**config.mk**
```make
export PLATFORM = sky130hd
export DESIGN_NAME = interrupt_unmask_control
export DESIGN_NICKNAME = d
export VERILOG_FILES = /design/src/pkg/interrupt_unmask_pkg.sv /design/src/hw/raw_sync.sv /design/src/hw/event_flag_cell.sv /design/src/hw/interrupt_unmask_control.sv
export VERILOG_INCLUDE_DIRS = /design/src /design/src/pkg
export SDC_FILE = /design/constraint.sdc
export NUM_CORES = 1
export LEC_CHECK = 0
export BUFFER_PORTS_ARGS = -buffer_cell sky130_fd_sc_hd__buf_2
export CAP_MARGIN = 10
export CELL_PAD_IN_SITES_DETAIL_PLACEMENT = 1
export CELL_PAD_IN_SITES_GLOBAL_PLACEMENT = 1
export CORE_MARGIN = 10
export CORE_UTILIZATION = 43
export CTS_BUF_LIST = sky130_fd_sc_hd__clkbuf_4 sky130_fd_sc_hd__clkbuf_8 sky130_fd_sc_hd__clkbuf_16
export CTS_CLUSTER_DIAMETER = 120
export DETAILED_ROUTE_END_ITERATION = 7
export HOLD_SLACK_MARGIN = 0.08
export PLACE_DENSITY_LB_ADDON = 0.1
export SLEW_MARGIN = 20
export SYNTH_ARGS = -nofsm -noshare
export SYNTH_HDL_FRONTEND = slang
export SYNTH_SLANG_ARGS = --single-unit
```
**constraint.sdc**
```tcl
create_clock -name clk_i -period 2 [get_ports clk_i]
set_clock_uncertainty 0.2 [all_clocks]
set_input_delay 0.4 -clock clk_i [delete_from_list [all_inputs] [get_ports clk_i]]
set_output_delay 0.4 -clock clk_i [all_outputs]
set_load 0.05 [all_outputs]
```
**src/pkg/interrupt_unmask_map.svh**
```systemverilog
/*
  Register offsets, reset values, field positions and masks of the event
  unmask block. Assumes a 16-bit register address and 8-bit register data.
*/
`ifndef INTERRUPT_UNMASK_MAP_SVH
`define INTERRUPT_UNMASK_MAP_SVH

// Offsets
`define UNMASK_BANK_A_OFF  16'h2010
`define UNMASK_BANK_B_OFF  16'h2011
`define CLEAR_BANK_A_OFF   16'h2015
`define CLEAR_BANK_B_OFF   16'h2016

// Reset values
`define UNMASK_BANK_A_RST  8'h02
`define UNMASK_BANK_B_RST  8'h00

// Implemented bits of bank b; the rest read zero and ignore writes
`define BANK_B_USED_MASK   8'h37

// Bank a fields
`define THERMAL_SHUTDOWN_START_BIT   7
`define THERMAL_SHUTDOWN_STOP_BIT    6
`define THERMAL_WARNING_START_BIT    5
`define THERMAL_WARNING_STOP_BIT     4
`define THERMAL_FOLDBACK_START_BIT   3
`define THERMAL_FOLDBACK_STOP_BIT    2
`define MEMORY_FAILURE_BIT           1
`define SPEAKER_OVERCURRENT_BIT      0

// Bank b fields
`define INTERNAL_SPEAKER_MONITOR_BIT 5
`define INTERNAL_CLOCK_ERROR_BIT     4
`define CLOCK_RECOVERY_BIT           2
`define CLOCK_ERROR_BIT              1
`define DATA_MONITOR_ERROR_BIT       0

`endif

```
**src/pkg/interrupt_unmask_pkg.sv**
```systemverilog
/*
  Types shared by the event unmask block. Assumes the map header supplies
  all numeric constants.
*/
package interrupt_unmask_pkg;
  typedef logic [7:0]  reg_byte_t;
  typedef logic [15:0] reg_addr_t;
endpackage

```
**src/hw/raw_sync.sv**
```systemverilog
/*
  Two-stage synchroniser for a vector of raw event conditions.
  Assumes each bit is an independent level from outside the clock domain.
*/
`timescale 1ns/10ps
module raw_sync #(
  parameter int WIDTH = 8
) (
  input  wire logic             clk_i,
  input  wire logic             nrst_i,
  input  wire logic [WIDTH-1:0] async_i,
  output logic      [WIDTH-1:0] sync_o
);
  logic [WIDTH-1:0] meta_q;
  logic [WIDTH-1:0] meta_d;
  logic [WIDTH-1:0] sync_q;
  logic [WIDTH-1:0] sync_d;

  if (WIDTH < 1) begin : g_bad_width
    $error("raw_sync needs WIDTH of at least 1");
  end

  always_comb begin
    meta_d = async_i;
    sync_d = meta_q;
  end

  always_ff @(posedge clk_i or negedge nrst_i) begin
    if (!nrst_i) begin
      meta_q <= '0;
      sync_q <= '0;
    end else begin
      meta_q <= meta_d;
      sync_q <= sync_d;
    end
  end

  assign sync_o = sync_q;
endmodule

```
**src/hw/event_flag_cell.sv**
```systemverilog
/*
  A bank of sticky event flags with edge detect, unmask and clear.
  Assumes raw inputs are already synchronous to clk_i.
*/
`timescale 1ns/10ps
module event_flag_cell #(
  parameter int WIDTH = 8
) (
  input  wire logic             clk_i,
  input  wire logic             nrst_i,
  input  wire logic [WIDTH-1:0] raw_i,
  input  wire logic [WIDTH-1:0] unmask_i,
  input  wire logic [WIDTH-1:0] clear_i,
  output logic      [WIDTH-1:0] edge_o,
  output logic      [WIDTH-1:0] state_o,
  output logic      [WIDTH-1:0] event_o
);
  logic [WIDTH-1:0] prev_q;
  logic [WIDTH-1:0] prev_d;
  logic [WIDTH-1:0] state_q;
  logic [WIDTH-1:0] state_d;
  logic [WIDTH-1:0] event_q;
  logic [WIDTH-1:0] event_d;
  logic [WIDTH-1:0] rise;

  if (WIDTH < 1) begin : g_bad_width
    $error("event_flag_cell needs WIDTH of at least 1");
  end

  always_comb begin
    rise    = raw_i & ~prev_q;
    prev_d  = raw_i;
    // Set beats clear so an edge in the clearing cycle is kept
    state_d = rise | (state_q & ~clear_i);
    // A masked flag is held low whatever the history
    event_d = unmask_i & (rise | (event_q & ~clear_i));
  end

  always_ff @(posedge clk_i or negedge nrst_i) begin
    if (!nrst_i) begin
      prev_q  <= '0;
      state_q <= '0;
      event_q <= '0;
    end else begin
      prev_q  <= prev_d;
      state_q <= state_d;
      event_q <= event_d;
    end
  end

  assign edge_o  = rise;
  assign state_o = state_q;
  assign event_o = event_q;
endmodule

```
**src/hw/interrupt_unmask_control.sv**
```systemverilog
/*
  Event unmask control: two unmask banks, two write-only clear banks,
  sticky event flags and a one-cycle interrupt pulse.
  Assumes a synchronous register port from the control interface and raw
  event conditions that arrive asynchronously.
*/
// Summary of operation
// - Bank a bit 7 unmasks thermal shutdown start; masked flag stays low.
// - Bank a bit 6 unmasks thermal shutdown stop; set on raw rising edge.
// - Bank a bit 5 unmasks thermal warning start; set on raw rising edge.
// - Bank a bit 4 unmasks thermal warning stop; set on raw rising edge.
// - Bank a bit 3 unmasks thermal foldback start; set on raw rising edge.
// - Bank a bit 2 unmasks thermal foldback stop; set on raw rising edge.
// - Bank a bit 1 unmasks memory failure, resets to one.
// - Bank a bit 0 unmasks speaker overcurrent; set on raw rising edge.
// - Bank b bit 5 unmasks internal speaker monitor error.
// - Bank b bit 4 unmasks internal clock error.
// - Bank b bit 2 unmasks clock recovery.
// - Bank b bit 1 unmasks clock error.
// - Bank b bit 0 unmasks data monitor error.
// - With interrupt enabled, any flag rising from 0 to 1 raises an interrupt.
// - Flags stay set until a one is written to their clear bit or a zero to their unmask bit.
`timescale 1ns/10ps
`include "interrupt_unmask_map.svh"
module interrupt_unmask_control #(
  parameter int ADDR_W = 16
) (
  input  wire logic              clk_i,
  input  wire logic              nrst_i,
  input  wire logic              reg_wr_i,
  input  wire logic              reg_rd_i,
  input  wire logic [ADDR_W-1:0] reg_addr_i,
  input  wire logic [7:0]        reg_wdata_i,
  output logic      [7:0]        reg_rdata_o,
  input  wire logic [7:0]        raw_a_i,
  input  wire logic [7:0]        raw_b_i,
  input  wire logic              irq_en_i,
  output logic      [7:0]        event_a_o,
  output logic      [7:0]        event_b_o,
  output logic                   irq_o
);
  interrupt_unmask_pkg::reg_byte_t unmask_a_q;
  interrupt_unmask_pkg::reg_byte_t unmask_a_d;
  interrupt_unmask_pkg::reg_byte_t unmask_b_q;
  interrupt_unmask_pkg::reg_byte_t unmask_b_d;
  interrupt_unmask_pkg::reg_byte_t rdata_q;
  interrupt_unmask_pkg::reg_byte_t rdata_d;
  interrupt_unmask_pkg::reg_byte_t clear_a;
  interrupt_unmask_pkg::reg_byte_t clear_b;
  interrupt_unmask_pkg::reg_addr_t addr;
  logic [15:0] event_prev_q;
  logic [15:0] event_prev_d;
  logic        irq_q;
  logic        irq_d;
  logic [7:0]  raw_a_sync;
  logic [7:0]  raw_b_sync;
  logic [7:0]  edge_a;
  logic [7:0]  edge_b;
  logic [7:0]  event_a;
  logic [7:0]  event_b;
  logic        hit_a;
  logic        hit_b;
  logic        hit_clr_a;
  logic        hit_clr_b;
  logic [7:0]  hold_a;
  logic [7:0]  hold_b;
  logic [7:0]  wipe_a;
  logic [7:0]  wipe_b;

  if (ADDR_W < 14 || ADDR_W > 16) begin : g_bad_addr
    $error("interrupt_unmask_control needs ADDR_W between 14 and 16");
  end

  assign addr      = interrupt_unmask_pkg::reg_addr_t'(reg_addr_i);
  assign hit_a     = (addr == `UNMASK_BANK_A_OFF);
  assign hit_b     = (addr == `UNMASK_BANK_B_OFF);
  assign hit_clr_a = (addr == `CLEAR_BANK_A_OFF);
  assign hit_clr_b = (addr == `CLEAR_BANK_B_OFF);

  // Clear banks are write-only strobes, nothing stored
  always_comb begin
    clear_a = (reg_wr_i && hit_clr_a) ? reg_wdata_i : 8'h00;
    clear_b = (reg_wr_i && hit_clr_b) ? reg_wdata_i : 8'h00;
  end

  always_comb begin
    unmask_a_d = unmask_a_q;
    unmask_b_d = unmask_b_q;
    rdata_d    = rdata_q;
    if (reg_wr_i && hit_a) begin
      unmask_a_d = reg_wdata_i;
    end
    if (reg_wr_i && hit_b) begin
      unmask_b_d = reg_wdata_i & `BANK_B_USED_MASK;
    end
    if (reg_rd_i) begin
      if (hit_a) begin
        rdata_d = unmask_a_q;
      end else if (hit_b) begin
        rdata_d = unmask_b_q & `BANK_B_USED_MASK;
      end else begin
        // Clear banks and unmapped offsets read zero
        rdata_d = 8'h00;
      end
    end
  end

  always_ff @(posedge clk_i or negedge nrst_i) begin
    if (!nrst_i) begin
      unmask_a_q <= `UNMASK_BANK_A_RST;
      unmask_b_q <= `UNMASK_BANK_B_RST;
      rdata_q    <= 8'h00;
    end else begin
      unmask_a_q <= unmask_a_d;
      unmask_b_q <= unmask_b_d;
      rdata_q    <= rdata_d;
    end
  end

  raw_sync #(
    .WIDTH (8)
  ) u_sync_a (
    .clk_i   (clk_i),
    .nrst_i  (nrst_i),
    .async_i (raw_a_i),
    .sync_o  (raw_a_sync)
  );

  raw_sync #(
    .WIDTH (8)
  ) u_sync_b (
    .clk_i   (clk_i),
    .nrst_i  (nrst_i),
    .async_i (raw_b_i),
    .sync_o  (raw_b_sync)
  );

  // Bank a flags, every bit gated by its unmask bit
  event_flag_cell #(
    .WIDTH (8)
  ) u_flags_a (
    .clk_i    (clk_i),
    .nrst_i   (nrst_i),
    .raw_i    (raw_a_sync),
    .unmask_i (unmask_a_q),
    .clear_i  (clear_a),
    .edge_o   (edge_a),
    .state_o  (),
    .event_o  (event_a)
  );

  // Reserved bank b bits never unmask, so their flags stay low
  event_flag_cell #(
    .WIDTH (8)
  ) u_flags_b (
    .clk_i    (clk_i),
    .nrst_i   (nrst_i),
    .raw_i    (raw_b_sync),
    .unmask_i (unmask_b_q & `BANK_B_USED_MASK),
    .clear_i  (clear_b),
    .edge_o   (edge_b),
    .state_o  (),
    .event_o  (event_b)
  );

  // Pulse on a 0 to 1 flag change only, not on a flag that stays high
  always_comb begin
    event_prev_d = {event_b, event_a};
    irq_d        = irq_en_i && ((|({event_b, event_a} & ~event_prev_q)));
  end

  always_ff @(posedge clk_i or negedge nrst_i) begin
    if (!nrst_i) begin
      event_prev_q <= 16'h0000;
      irq_q        <= 1'b0;
    end else begin
      event_prev_q <= event_prev_d;
      irq_q        <= irq_d;
    end
  end

  assign reg_rdata_o = rdata_q;
  assign event_a_o   = event_a;
  assign event_b_o   = event_b;
  assign irq_o       = irq_q;

  // Flags that must survive the next edge, and flags that a clear must drop
  assign hold_a = event_a & unmask_a_q & ~clear_a;
  assign hold_b = event_b & unmask_b_q & ~clear_b;
  // Set beats clear, so only bits without a fresh edge must fall
  assign wipe_a = clear_a & ~edge_a;
  assign wipe_b = clear_b & ~edge_b;

  a_shdn_start_gate: assert property (
    @(posedge clk_i) disable iff (!nrst_i)
    (!unmask_a_q[7] |=> !event_a[7]) and (unmask_a_q[7] && edge_a[7] |=> event_a[7]))
    else $error("thermal shutdown start flag ignores its unmask");

  a_shdn_stop_gate: assert property (
    @(posedge clk_i) disable iff (!nrst_i)
    (!unmask_a_q[6] |=> !event_a[6]) and (unmask_a_q[6] && edge_a[6] |=> event_a[6]))
    else $error("thermal shutdown stop flag ignores its unmask");

  a_warn_start_gate: assert property (
    @(posedge clk_i) disable iff (!nrst_i)
    (!unmask_a_q[5] |=> !event_a[5]) and (unmask_a_q[5] && edge_a[5] |=> event_a[5]))
    else $error("thermal warning start flag ignores its unmask");

  a_warn_stop_gate: assert property (
    @(posedge clk_i) disable iff (!nrst_i)
    (!unmask_a_q[4] |=> !event_a[4]) and (unmask_a_q[4] && edge_a[4] |=> event_a[4]))
    else $error("thermal warning stop flag ignores its unmask");

  a_fold_start_gate: assert property (
    @(posedge clk_i) disable iff (!nrst_i)
    (!unmask_a_q[3] |=> !event_a[3]) and (unmask_a_q[3] && edge_a[3] |=> event_a[3]))
    else $error("thermal foldback start flag ignores its unmask");

  a_fold_stop_gate: assert property (
    @(posedge clk_i) disable iff (!nrst_i)
    (!unmask_a_q[2] |=> !event_a[2]) and (unmask_a_q[2] && edge_a[2] |=> event_a[2]))
    else $error("thermal foldback stop flag ignores its unmask");

  a_memfail_gate: assert property (
    @(posedge clk_i) disable iff (!nrst_i)
    ($rose(nrst_i) |-> unmask_a_q[1])
    and (unmask_a_q[1] && edge_a[1] |=> event_a[1])
    and (!unmask_a_q[1] |=> !event_a[1]))
    else $error("memory failure flag or its reset unmask is wrong");

  a_overcurrent_gate: assert property (
    @(posedge clk_i) disable iff (!nrst_i)
    (!unmask_a_q[0] |=> !event_a[0]) and (unmask_a_q[0] && edge_a[0] |=> event_a[0]))
    else $error("speaker overcurrent flag ignores its unmask");

  a_speaker_mon_gate: assert property (
    @(posedge clk_i) disable iff (!nrst_i)
    (!unmask_b_q[5] |=> !event_b[5]) and (unmask_b_q[5] && edge_b[5] |=> event_b[5]))
    else $error("speaker monitor error flag ignores its unmask");

  a_intclk_gate: assert property (
    @(posedge clk_i) disable iff (!nrst_i)
    (!unmask_b_q[4] |=> !event_b[4]) and (unmask_b_q[4] && edge_b[4] |=> event_b[4]))
    else $error("internal clock error flag ignores its unmask");

  a_recover_gate: assert property (
    @(posedge clk_i) disable iff (!nrst_i)
    (!unmask_b_q[2] |=> !event_b[2]) and (unmask_b_q[2] && edge_b[2] |=> event_b[2]))
    else $error("clock recovery flag ignores its unmask");

  a_clkerr_gate: assert property (
    @(posedge clk_i) disable iff (!nrst_i)
    (!unmask_b_q[1] |=> !event_b[1]) and (unmask_b_q[1] && edge_b[1] |=> event_b[1]))
    else $error("clock error flag ignores its unmask");

  a_data_mon_gate: assert property (
    @(posedge clk_i) disable iff (!nrst_i)
    (!unmask_b_q[0] |=> !event_b[0]) and (unmask_b_q[0] && edge_b[0] |=> event_b[0]))
    else $error("data monitor error flag ignores its unmask");

  a_irq_on_rise: assert property (
    @(posedge clk_i) disable iff (!nrst_i)
    (irq_en_i && (|({event_b, event_a} & ~event_prev_q)) |=> irq_o)
    and (!irq_en_i |=> !irq_o))
    else $error("interrupt pulse does not follow a flag rise");

  a_flag_sticky_hold: assert property (
    @(posedge clk_i) disable iff (!nrst_i)
    (event_a[3] && unmask_a_q[3] && !clear_a[3]) ##1 unmask_a_q[3] |-> event_a[3])
    else $error("flag dropped without a clear");

  a_flag_clear_write: assert property (
    @(posedge clk_i) disable iff (!nrst_i)
    reg_wr_i && hit_clr_b && reg_wdata_i[1] && !edge_b[1] |=> !event_b[1])
    else $error("clear write left the flag set");

  a_reserved_zero: assert property (
    @(posedge clk_i) disable iff (!nrst_i)
    reg_rd_i && hit_b |=> (reg_rdata_o[7:6] == 2'b00) && !reg_rdata_o[3] && !event_b[3])
    else $error("reserved bank b bit reads nonzero");

  a_irq_no_rise: assert property (
    @(posedge clk_i) disable iff (!nrst_i)
    !(|({event_b, event_a} & ~event_prev_q)) |=> !irq_o)
    else $error("interrupt pulse without a flag rise");

  a_sticky_bank_a: assert property (
    @(posedge clk_i) disable iff (!nrst_i)
    (|hold_a) |=> ((event_a & $past(hold_a)) == $past(hold_a)))
    else $error("bank a flag dropped without a clear");

  a_sticky_bank_b: assert property (
    @(posedge clk_i) disable iff (!nrst_i)
    (|hold_b) |=> ((event_b & $past(hold_b)) == $past(hold_b)))
    else $error("bank b flag dropped without a clear");

  a_clear_bank_a: assert property (
    @(posedge clk_i) disable iff (!nrst_i)
    (|wipe_a) |=> ((event_a & $past(wipe_a)) == 8'h00))
    else $error("bank a clear left a flag set");

  a_clear_bank_b: assert property (
    @(posedge clk_i) disable iff (!nrst_i)
    (|wipe_b) |=> ((event_b & $past(wipe_b)) == 8'h00))
    else $error("bank b clear left a flag set");

  a_unmask_a_write: assert property (
    @(posedge clk_i) disable iff (!nrst_i)
    reg_wr_i && hit_a |=> (unmask_a_q == $past(reg_wdata_i)))
    else $error("bank a write did not land");

  a_unmask_b_write: assert property (
    @(posedge clk_i) disable iff (!nrst_i)
    reg_wr_i && hit_b |=> (unmask_b_q == ($past(reg_wdata_i) & `BANK_B_USED_MASK)))
    else $error("bank b write did not land or kept reserved bits");

  a_rdata_hold: assert property (
    @(posedge clk_i) disable iff (!nrst_i)
    !reg_rd_i |=> $stable(reg_rdata_o))
    else $error("read data changed without a read");
endmodule

```
==> impl_metrics.tcl, run 1 <==
set metrics [dict create \
    status "finished, violations left" \
    failed_checks "setup timing" \
    num-fill-cells 692 \
    clk_path_buf_depth 2 \
    cts_buffers 9 \
    critPathCaptureType "register" \
    clockRootBuffer "clkbuf_8" \
    synth_edf_count 0 \
    multi_input_area_um2 821 \
    r2r_cells 3 \
    leakagePower_uw 0.00197 \
    setup_viol 5 \
    viasPerCell 4.95 \
    route.detailed.drc 0 \
    cts_tree "yes" \
    fin_crit_sh 1.01 \
    num_vias 1990 \
    place_congestion 0.731 \
    reg2reg_to "irq_o$_DFF_PN0_" \
    rsz0062_at_grt "yes" \
    start_util 0.444 \
    ys_async_sr_fraction 1.00 \
    wire_per_inst_um 18.5 \
    synth-main-ff-cell "dfrtp_1" \
    r2r_slack_ps 180 \
    r2r-start "u_flags_a.event_o[0]$_DFF_PN0_" \
    syn2layout_area_growth_pct 33.1 \
    cts.sinks 87 \
    critPathLaunch "reg_addr_i[6]" \
    diodes 0 \
    nets 347 \
    drive_above_1_share 0.405 \
    layout_setup_ws_ps -27.5 \
    placed_area_um2 3600 \
    crit_arrival_ps 2050 \
    routed_wl_um 7420 \
    peakVddDrop_mv 0.574 \
    coreArea_um2 6790 \
    critPathLaunchType "input pin" \
    clk_pin_slew_ps 90 \
    maxCapViolCount 0 \
    htreeDepth 3 \
    grt_usage 0.145 \
    synth_top_area_cell "dfrtp_1" \
    drtIter0Drc 46 \
    clkLatencyLatePin_ps 350 \
    drt_pass1_iterations 4 \
    die-area_um2 10800 \
    slowest_delay_ps 540 \
    ant_nets 0 \
    critPathBufInv 3 \
    syn_inst 197 \
    post-route-min-period_ps 2030 \
    worstSetupPathType "in2reg" \
    fin_util 0.590 \
    min_path_cells 2 \
    die_width_um 104 \
    seq_area_frac_synth 0.723 \
    endpoint "unmask_b_q[1]$_DFFE_PN0P_" \
    io_pins 70 \
    fin_area_um2 4010 \
    holdCritPathClass "in2reg" \
    dp_hpwl_um 5350 \
    worstPathCellList "buf_6, or4b_4, buf_6, nor4_4, and3_4, buf_6, mux2_4" \
    yosysUniqueCellTypes 33 \
    antenna_found_initial 0 \
    power.density_nw_per_um2 768 \
    num_rows 30 \
    crit_fanout 3 \
    syn_area_per_cell_um2 15.3 \
    hold_violations 0 \
    dp_cells 370 \
    final-seq-area_um2 2180 \
    grt_max_degree 46 \
    grt_pass1_wl_um 12500 \
    synth_area_leaders "dfrtp_1, nor2b_1, mux2_2" \
    drv_slew 0 \
    ys_ff_latch 87 \
    cp.depth 7 \
    synth_area_um2 3010 \
    crit_top_cell "buf_6" \
    worst_path_dominant_cell_family "simple AND/OR/NAND/NOR gates" \
    io_buffer_count 63 \
    grt_pass1_vias 2289 \
    die_h_um 104 \
    slowest_stage "or4b_4" \
    yosys_warnings 0 \
    critPathRequiredTime_ps 2030 \
    fin_total_pwr_uw 3080 \
    grt-ovfl-total 0 \
    fmaxAchievable_mhz 493 \
    yosysTopAreaCellShare 0.714 \
    finalNonFillerCells 402 \
    tns_ps -102 \
]
-- registers in the layout (all words and copies together), names as in the netlist, 8 cells and up --
name and count:
u_sync_a.meta_q 8, u_flags_a.event_o 8, event_prev_q 13, u_sync_a.sync_o 8
u_flags_a.prev_q 8, reg_rdata_o 8, unmask_a_q 8
-- routing by layer --
| metal | vias to the layer above | part of all wire | GRT usage |
|---|---|---|---|
| met5 | - | 0 | 0 |
| met4 | 0 | 0.011 | 0.0447 |
| met3 | 5 | 0.062 | 0.0533 |
| met2 | 67 | 0.46 | 0.215 |
| met1 | 1014 | 0.47 | 0.192 |
| li1 | 904 | - | - |
-- layout by cell type, fill, tap and decap left out, types with 2 or more instances in the layout --
master / netlist / layout
clkinvlp_4: 0 / 2
nor4_4: 2 / 3
buf_12: 0 / 2
buf_6: 1 / 5
clkbuf_8: 0 / 10
nand3_1: 6 / 6
o22ai_1: 3 / 3
a221o_1: 5 / 5
and3_4: 0 / 3
buf_4: 3 / 15
nor2b_1: 19 / 19
inv_6: 0 / 2
buf_2: 1 / 61
a22o_1: 3 / 3
o21a_1: 7 / 7
conb_1: 1 / 3
or4b_4: 0 / 2
mux2_4: 5 / 11
nand2b_1: 2 / 2
mux2_2: 8 / 2
inv_1: 13 / 13
a32o_1: 6 / 6
a31oi_1: 7 / 7
dfrtp_1: 86 / 86
dlygate4sd3_1: 0 / 15
-- through the flow --
step | setup slack (ps) | hold WS, ps
detailed placement | -435 | 42.1
global placement | -374 | 41.6
CTS | -0.207 | 96.5
finish | -27.5 | 115
global route | -79.3 | 95.8
floorplan | -320 | -95.6
-- power by group --
group	internal [µW]	switching (µW)
registers	1800	14.4
clock network	489	618
logic	72.5	88.8
total	2360	721
-- synthesized netlist by cell type, types with 5 or more instances --
| cell | n |
|---|---|
| o21a_1 | 7 |
| nand3_1 | 6 |
| mux2_2 | 8 |
| a31oi_1 | 7 |
| a221o_1 | 5 |
| nor2b_1 | 19 |
| a32o_1 | 6 |
| inv_1 | 13 |
| mux2_4 | 5 |
| dfrtp_1 | 86 |
-- kinds of logic after synthesis --
| group | share of synthesized area |
|---|---|
| and+or+nand+nor | 0.0959 |
| AOI/OAI and AO/OA | 0.0951 |
| muxes | 0.0548 |
| buffers and inverters | 0.0303 |
| DFF | 0.723 |
| other | 0.00124 |
-- how the worst min path moves through the flow --
| stage | slack [ps] | startpoint | to |
|---|---|---|---|
| after floorplan | -100 | nrst_i | event_prev_q[0]$_DFF_PN0_ |
| after global placement | 40 | nrst_i | u_sync_b.sync_o[4]$_DFF_PN0_ |
| after detailed placement | 40 | nrst_i | u_sync_b.meta_q[4]$_DFF_PN0_ |
| after CTS | 100 | reg_wdata_i[3] | unmask_a_q[3]$_DFFE_PN0P_ |
| after global routing | 100 | reg_wdata_i[3] | unmask_a_q[3]$_DFFE_PN0P_ |
| final | 120 | reg_wdata_i[3] | unmask_a_q[3]$_DFFE_PN0P_ |
-- worst register-to-register path: stages (launching register included) --
cell and delay [ps]:
dfrtp_1 410, a222oi_1 390, o2111ai_1 250, o41a_1 460
-- repair_timing --
item                                    CTS  global route
pin swaps                                 4             2
hold buffers                             15             0
endpoints found under the hold margin   100             0
endpoints found under the setup margin   13            19
gates cloned                              0             1
gates resized for setup                   8             9
setup buffers                             1             1
-- cell type report --
type                       instances  share of cell area
tap                               96              0.0299
multi-input combinational         93               0.205
inverter                          13              0.0122
timing repair buffer              98               0.166
clock buffer                      10              0.0343
sequential                        87               0.543
clock inverter                     5              0.0103
(Power assumes the default switching activity.)
==> run 2: changes to the inputs <==
Settings changed: ABC_AREA set to 1, CORE_UTILIZATION 43 to 41.
==> run 2 against run 1 <==
Global-route usage fell by 1.0 points. Cell count rose by 25%. Clock-buffer cell count did not move. Area after synthesis rose by 6.5%. Routed wire length rose by 0.39%. Register-to-register slack improved by 500 ps. First-iteration DRC count rose by 87%. Via count rose by 17%. Clock power rose by 8%. Largest cell class unchanged. Largest power group unchanged. Design area rose by 0.44%. Highest routed layer unchanged. The flow now finishes without violations.
==> impl_metrics.tcl, run 2 <==
set metrics [dict create \
    tns_ps 0 \
    cts_tree "yes" \
    yosys_warnings 0 \
    layout_setup_ws_ps 354 \
    synth_area_leaders "dfrtp_1, nand2_1, inv_1" \
    placed_area_um2 3680 \
    power.density_nw_per_um2 791 \
    seq_area_frac_synth 0.679 \
    critPathLaunch "u_flags_a.event_o[5]$_DFF_PN0_" \
    route.detailed.drc 0 \
    ys_top_cells_by_count "dfrtp_1, nand2_1, inv_1" \
    io_buffer_count 63 \
    nets 440 \
    synth_top_area_cell "dfrtp_1" \
    dp_slack_ps 55.7 \
    top_register "event_prev_q" \
    yosysUniqueCellTypes 26 \
    hold_violations 0 \
    htreeDepth 3 \
    die_width_um 108 \
    clockRootBuffer "clkbuf_8" \
    worstPathCellList "buf_2" \
    final_common_cell "dfrtp_1" \
    combPwrFrac 0.054 \
    drt_pass1_iterations 4 \
    internal-power_uw 2470 \
    start_util 0.417 \
    num-fill-cells 907 \
    r2r-start "u_flags_a.event_o[7]$_DFF_PN0_" \
    p_sw_frac 0.225 \
    diodes 0 \
    cts_resized 0 \
    final_cell_mix "dfrtp_1, nand2_1, buf_2" \
    seq_power_share 0.568 \
    p_switching_uw 716 \
    fmaxAchievable_mhz 608 \
    grt_pass1_vias 2632 \
    crit_fanout 4 \
    grt_usage 0.135 \
    io_pins 70 \
    hold_buffers 15 \
    worst_path_dominant_cell_family "flip-flops" \
    maxCapViolCount 0 \
    clk_path_buf_depth 2 \
    antenna_found_initial 0 \
    setup_viol 0 \
    num_vias 2328 \
    syn_area_per_cell_um2 10.5 \
    post-route-min-period_ps 1650 \
    clk_pin_slew_ps 80 \
    synth_edf_count 0 \
    slowest_stage "dfrtp_1" \
    ys_async_sr_fraction 1.00 \
    dp_hpwl_um 5620 \
    ant_nets 0 \
    syn2layout_area_growth_pct 25.5 \
    hold_start "reg_wdata_i[3]" \
    power.share.clock 0.377 \
    clkLatencyLatePin_ps 340 \
    viasPerCell 4.65 \
    drtIter0Drc 86 \
    routed_wl_um 7450 \
    fin_area_um2 4030 \
    largest_reg_flops 13 \
    fin_crit_sh 0.823 \
    slowest_delay_ps 410 \
    cts.sinks 87 \
    syn_inst 305 \
    holdCritPathClass "in2reg" \
    dp_cells 471 \
    grt_max_degree 49 \
    num_rows 32 \
    leakagePower_uw 0.00207 \
    synth_area_um2 3210 \
    die-area_um2 11800 \
    synth-main-ff-cell "dfrtp_1" \
    grt_pass1_wl_um 12700 \
    drv_slew 0 \
    ys_ff_latch 87 \
    place_congestion 0.792 \
    critPathCaptureType "output pin" \
    finalNonFillerCells 501 \
    grt-ovfl-total 0 \
    die_h_um 108 \
    status "finished, final reports clean" \
    critPathRequiredTime_ps 1400 \
    cts_setup_buffers 0 \
    peakVddDrop_mv 0.418 \
    wire_per_inst_um 14.9 \
    drive_above_1_share 0.253 \
    cts_buffers 9 \
    coreArea_um2 7690 \
    crit_arrival_ps 1050 \
    critPathBufInv 1 \
    worstSetupPathType "reg2out" \
    yosysMostFrequentCell "dfrtp_1" \
    yosysTopAreaCellShare 0.671 \
    rsz0062_at_grt "no" \
    critPathLaunchType "register" \
]
## run 2: changes by cell type after synthesis, moves of 9 or more
cell and delta:
nor2b_1 -19, a21oi_1 +12, nand4_1 +13, inv_1 +43, o21ai_0 +9, nand2_1 +69
## run 2: path summary, 6_finish.rpt
kind / slack, ps / cells after the start / endpoint
setup reg to reg: 680 / 5 / irq_o$_DFF_PN0_
hold / removal: 110 / 3 / unmask_a_q[3]$_DFFE_PN0P_
hold reg to reg: 150 / 0 / u_sync_a.sync_o[5]$_DFF_PN0_
min in group asynchronous: 280 / 2 / u_sync_b.meta_q[1]$_DFF_PN0_
setup / recovery: 350 / 1 / event_a_o[5]
max in group asynchronous: 770 / 3 / u_sync_a.sync_o[6]$_DFF_PN0_
## run 2: final cells by class
type | count | area (µm²) | share of cell area
Clock buffer | 10 | 138 | 0.0342
Clock inverter | 5 | 56.3 | 0.0140
Inverter | 56 | 210 | 0.0522
Multi-Input combinational cell | 157 | 781 | 0.194
Sequential cell | 87 | 2180 | 0.541
Tap cell | 102 | 128 | 0.0317
Timing Repair Buffer | 84 | 538 | 0.134
## run 2: cell families after synthesis
group,count (synthesis),share of synthesized area
flops,87,0.679
compound gates,37,0.0702
buf+inv,63,0.0803
other cells,1,0.00117
simple gates,117,0.170
## run 2: per-stage QoR
stage	hold slack, ps	utilization	power (µW)
after floorplan	-95.6	-	1900
after global placement	116	0.479	2000
after detailed placement	125	0.479	2000
after CTS	93.3	0.524	3230
after global routing	92.1	0.524	3340
final	107	0.524	3190
## run 2: metal layers
layer,part of all wire,GRT usage
met5,0,0
met4,0.0090,0.0339
met3,0.058,0.0464
met2,0.47,0.213
met1,0.46,0.174
## run 2: worst register-to-register path: stages, from the launching register on
cell     delay (ps)
dfrtp_1         420
inv_1            70
o22ai_1         130
nor2_1          140
nand2_1          70
o21a_1          190
## run 2: power groups by stage
stage               Sequential, µW  Clock [µW]  Combinational, µW
global placement              1840           0                151
finish                        1810        1200                173
detailed placement            1850           0                155
floorplan                     1840           0               52.8
CTS                           1810        1240                178
global route                  1820        1330                198
==> run 3: changes to the inputs <==
Settings changed: CORE_UTILIZATION 41 to 37.
Clock period 2 ns to 1.3 ns, I/O delays scaled along.
==> run 3 against run 2 <==
The flow now finishes with violations (setup timing). Worst hold slack got worse by 54 ps. Register-to-register slack got worse by 730 ps. Worst setup slack got worse by 570 ps. Design area rose by 20%. Via count rose by 11%. Sequential power rose by 54%. Critical path type unchanged. Largest power group unchanged.
==> impl_metrics.tcl, run 3 (synthesis gave the netlist of run 2 again) <==
set metrics [dict create \
    cts_tree "yes" \
    r2r_slack_ps -50 \
    post-route-min-period_ps 1510 \
    drive_above_1_share 0.389 \
    die-area_um2 12800 \
    combPwrFrac 0.065 \
    fin_total_pwr_uw 5050 \
    peakVddDrop_mv 0.603 \
    hold_buffers 24 \
    status "finished, violations left" \
    grt_max_degree 52 \
    crit_fanout 2 \
    power.density_nw_per_um2 1050 \
    place_congestion 0.758 \
    setup_viol 23 \
    htreeDepth 3 \
    largest_reg_flops 13 \
    num_vias 2573 \
    antenna_found_initial 0 \
    route.detailed.drc 0 \
    ant_nets 0 \
    rsz0062_at_grt "yes" \
    dp_hpwl_um 5740 \
    internal-power_uw 3860 \
    holdPathEnd "reg_rdata_o[3]$_DFFE_PN0P_" \
    drt_pass1_iterations 4 \
    holdCritPathClass "in2reg" \
    r2r-start "u_flags_a.event_o[1]$_DFF_PN0_" \
    worstPathCellList "buf_6, buf_8" \
    grt-ovfl-total 0 \
    failed_checks "setup timing" \
    top_register "event_prev_q" \
    leakagePower_uw 0.00239 \
    viasPerCell 4.61 \
    clk_pin_slew_ps 90 \
    grt_pass1_vias 2796 \
    p_switching_uw 1180 \
    tns_ps -2800 \
    drtIter0Drc 96 \
    critPathCaptureType "output pin" \
    reg2reg_to "irq_o$_DFF_PN0_" \
    cts_buffers 9 \
    clkLatencyLatePin_ps 360 \
    critPathLaunchType "register" \
    start_util 0.385 \
    nets 493 \
    wire_per_inst_um 16.0 \
    p_sw_frac 0.235 \
    drv_slew 0 \
    crit_arrival_ps 1050 \
    io_buffer_count 63 \
    num_rows 33 \
    power.share.clock 0.382 \
    fin_util 0.578 \
    io_pins 70 \
    r2r_cells 6 \
    critPathBufInv 2 \
    clk_path_buf_depth 2 \
    die_h_um 113 \
    clockRootBuffer "clkbuf_8" \
    worstSetupPathType "reg2out" \
    dp_cells 490 \
    slowest_delay_ps 430 \
    dp_slack_ps -337 \
    num-fill-cells 917 \
    layout_setup_ws_ps -215 \
    final_common_cell "dfrtp_1" \
    maxCapViolCount 0 \
    cts.sinks 87 \
    syn2layout_area_growth_pct 50.2 \
    slowest_stage "dfrtp_2" \
    routed_wl_um 8940 \
    die_width_um 113 \
    critPathLaunch "u_flags_a.event_o[3]$_DFF_PN0_" \
    fmaxAchievable_mhz 660 \
    critPathRequiredTime_ps 840 \
    coreArea_um2 8340 \
    grt_pass1_wl_um 14100 \
    fin_crit_sh 1.17 \
    min_path_cells 4 \
    grt_usage 0.137 \
    seq_power_share 0.552 \
    diodes 0 \
    hold_violations 0 \
    hold_start "reg_addr_i[12]" \
    worst_path_dominant_cell_family "flip-flops" \
    finalNonFillerCells 558 \
    final_cell_mix "dfrtp_1, nand2_1, inv_1" \
]
==> run 3: stage by stage <==
step                hold slack (ps)  instance area [µm²]
floorplan                      -236                 3280
global placement               49.7                 3860
detailed placement             49.3                 3860
CTS                            39.9                 4630
global route                   64.1                 4820
finish                         52.7                 4820
==> run 3: worst max path at each step <==
| stage | end | slack (ps) | depth (start not counted) |
|---|---|---|---|
| global route | event_a_o[3] | -260 | 2 |
| global placement | unmask_a_q[2]$_DFFE_PN0P_ | -300 | 8 |
| CTS | event_a_o[3] | -210 | 2 |
| detailed placement | reg_rdata_o[6]$_DFFE_PN0P_ | -340 | 8 |
| finish | event_a_o[3] | -210 | 2 |
| floorplan | unmask_a_q[5]$_DFFE_PN0P_ | -160 | 8 |
==> run 3: layout make-up <==
type / count / area, µm² / share of cell area
multi-input combinational: 159 / 866 / 0.180
sequential: 87 / 2190 / 0.455
clock buffer: 10 / 138 / 0.0285
inverter: 56 / 224 / 0.0465
clock inverter: 6 / 67.6 / 0.0140
tap: 105 / 131 / 0.0273
timing repair buffer: 135 / 1200 / 0.249
==> run 3: what timing repair did <==
item | 4_1_cts | 5_1_grt
buffers inserted | 14 | 11
hold endpoints to repair | 126 | 2
gates resized for setup | 66 | 23
gates cloned | 0 | 3
setup endpoints to repair | 23 | 50
pin swaps | 4 | 13
==> run 3: per-layer routing <==
layer	vias to the layer above	routed length [µm]	track usage
met5	-	0	0
met1	1255	3830	0.163
met4	0	121	0.0398
li1	1241	-	-
met2	64	4550	0.230
met3	13	440	0.0444
==> run 3: power by group through the flow <==
stage / Sequential (µW) / Combinational (µW) / Clock [µW]
6_report: 2790 / 330 / 1930
5_1_grt: 2800 / 369 / 2120
4_1_cts: 2790 / 324 / 1980
3_5_place_dp: 2840 / 264 / 0
3_3_place_gp: 2840 / 260 / 0
2_1_floorplan: 2840 / 86.9 / 0
==> run 3: worst register-to-register path, cell delays in order (launching register included) <==
cell,delay (ps)
dfrtp_2,450
buf_6,140
inv_4,50
o22ai_2,60
nor2_1,90
nand2_1,80
o21a_1,180
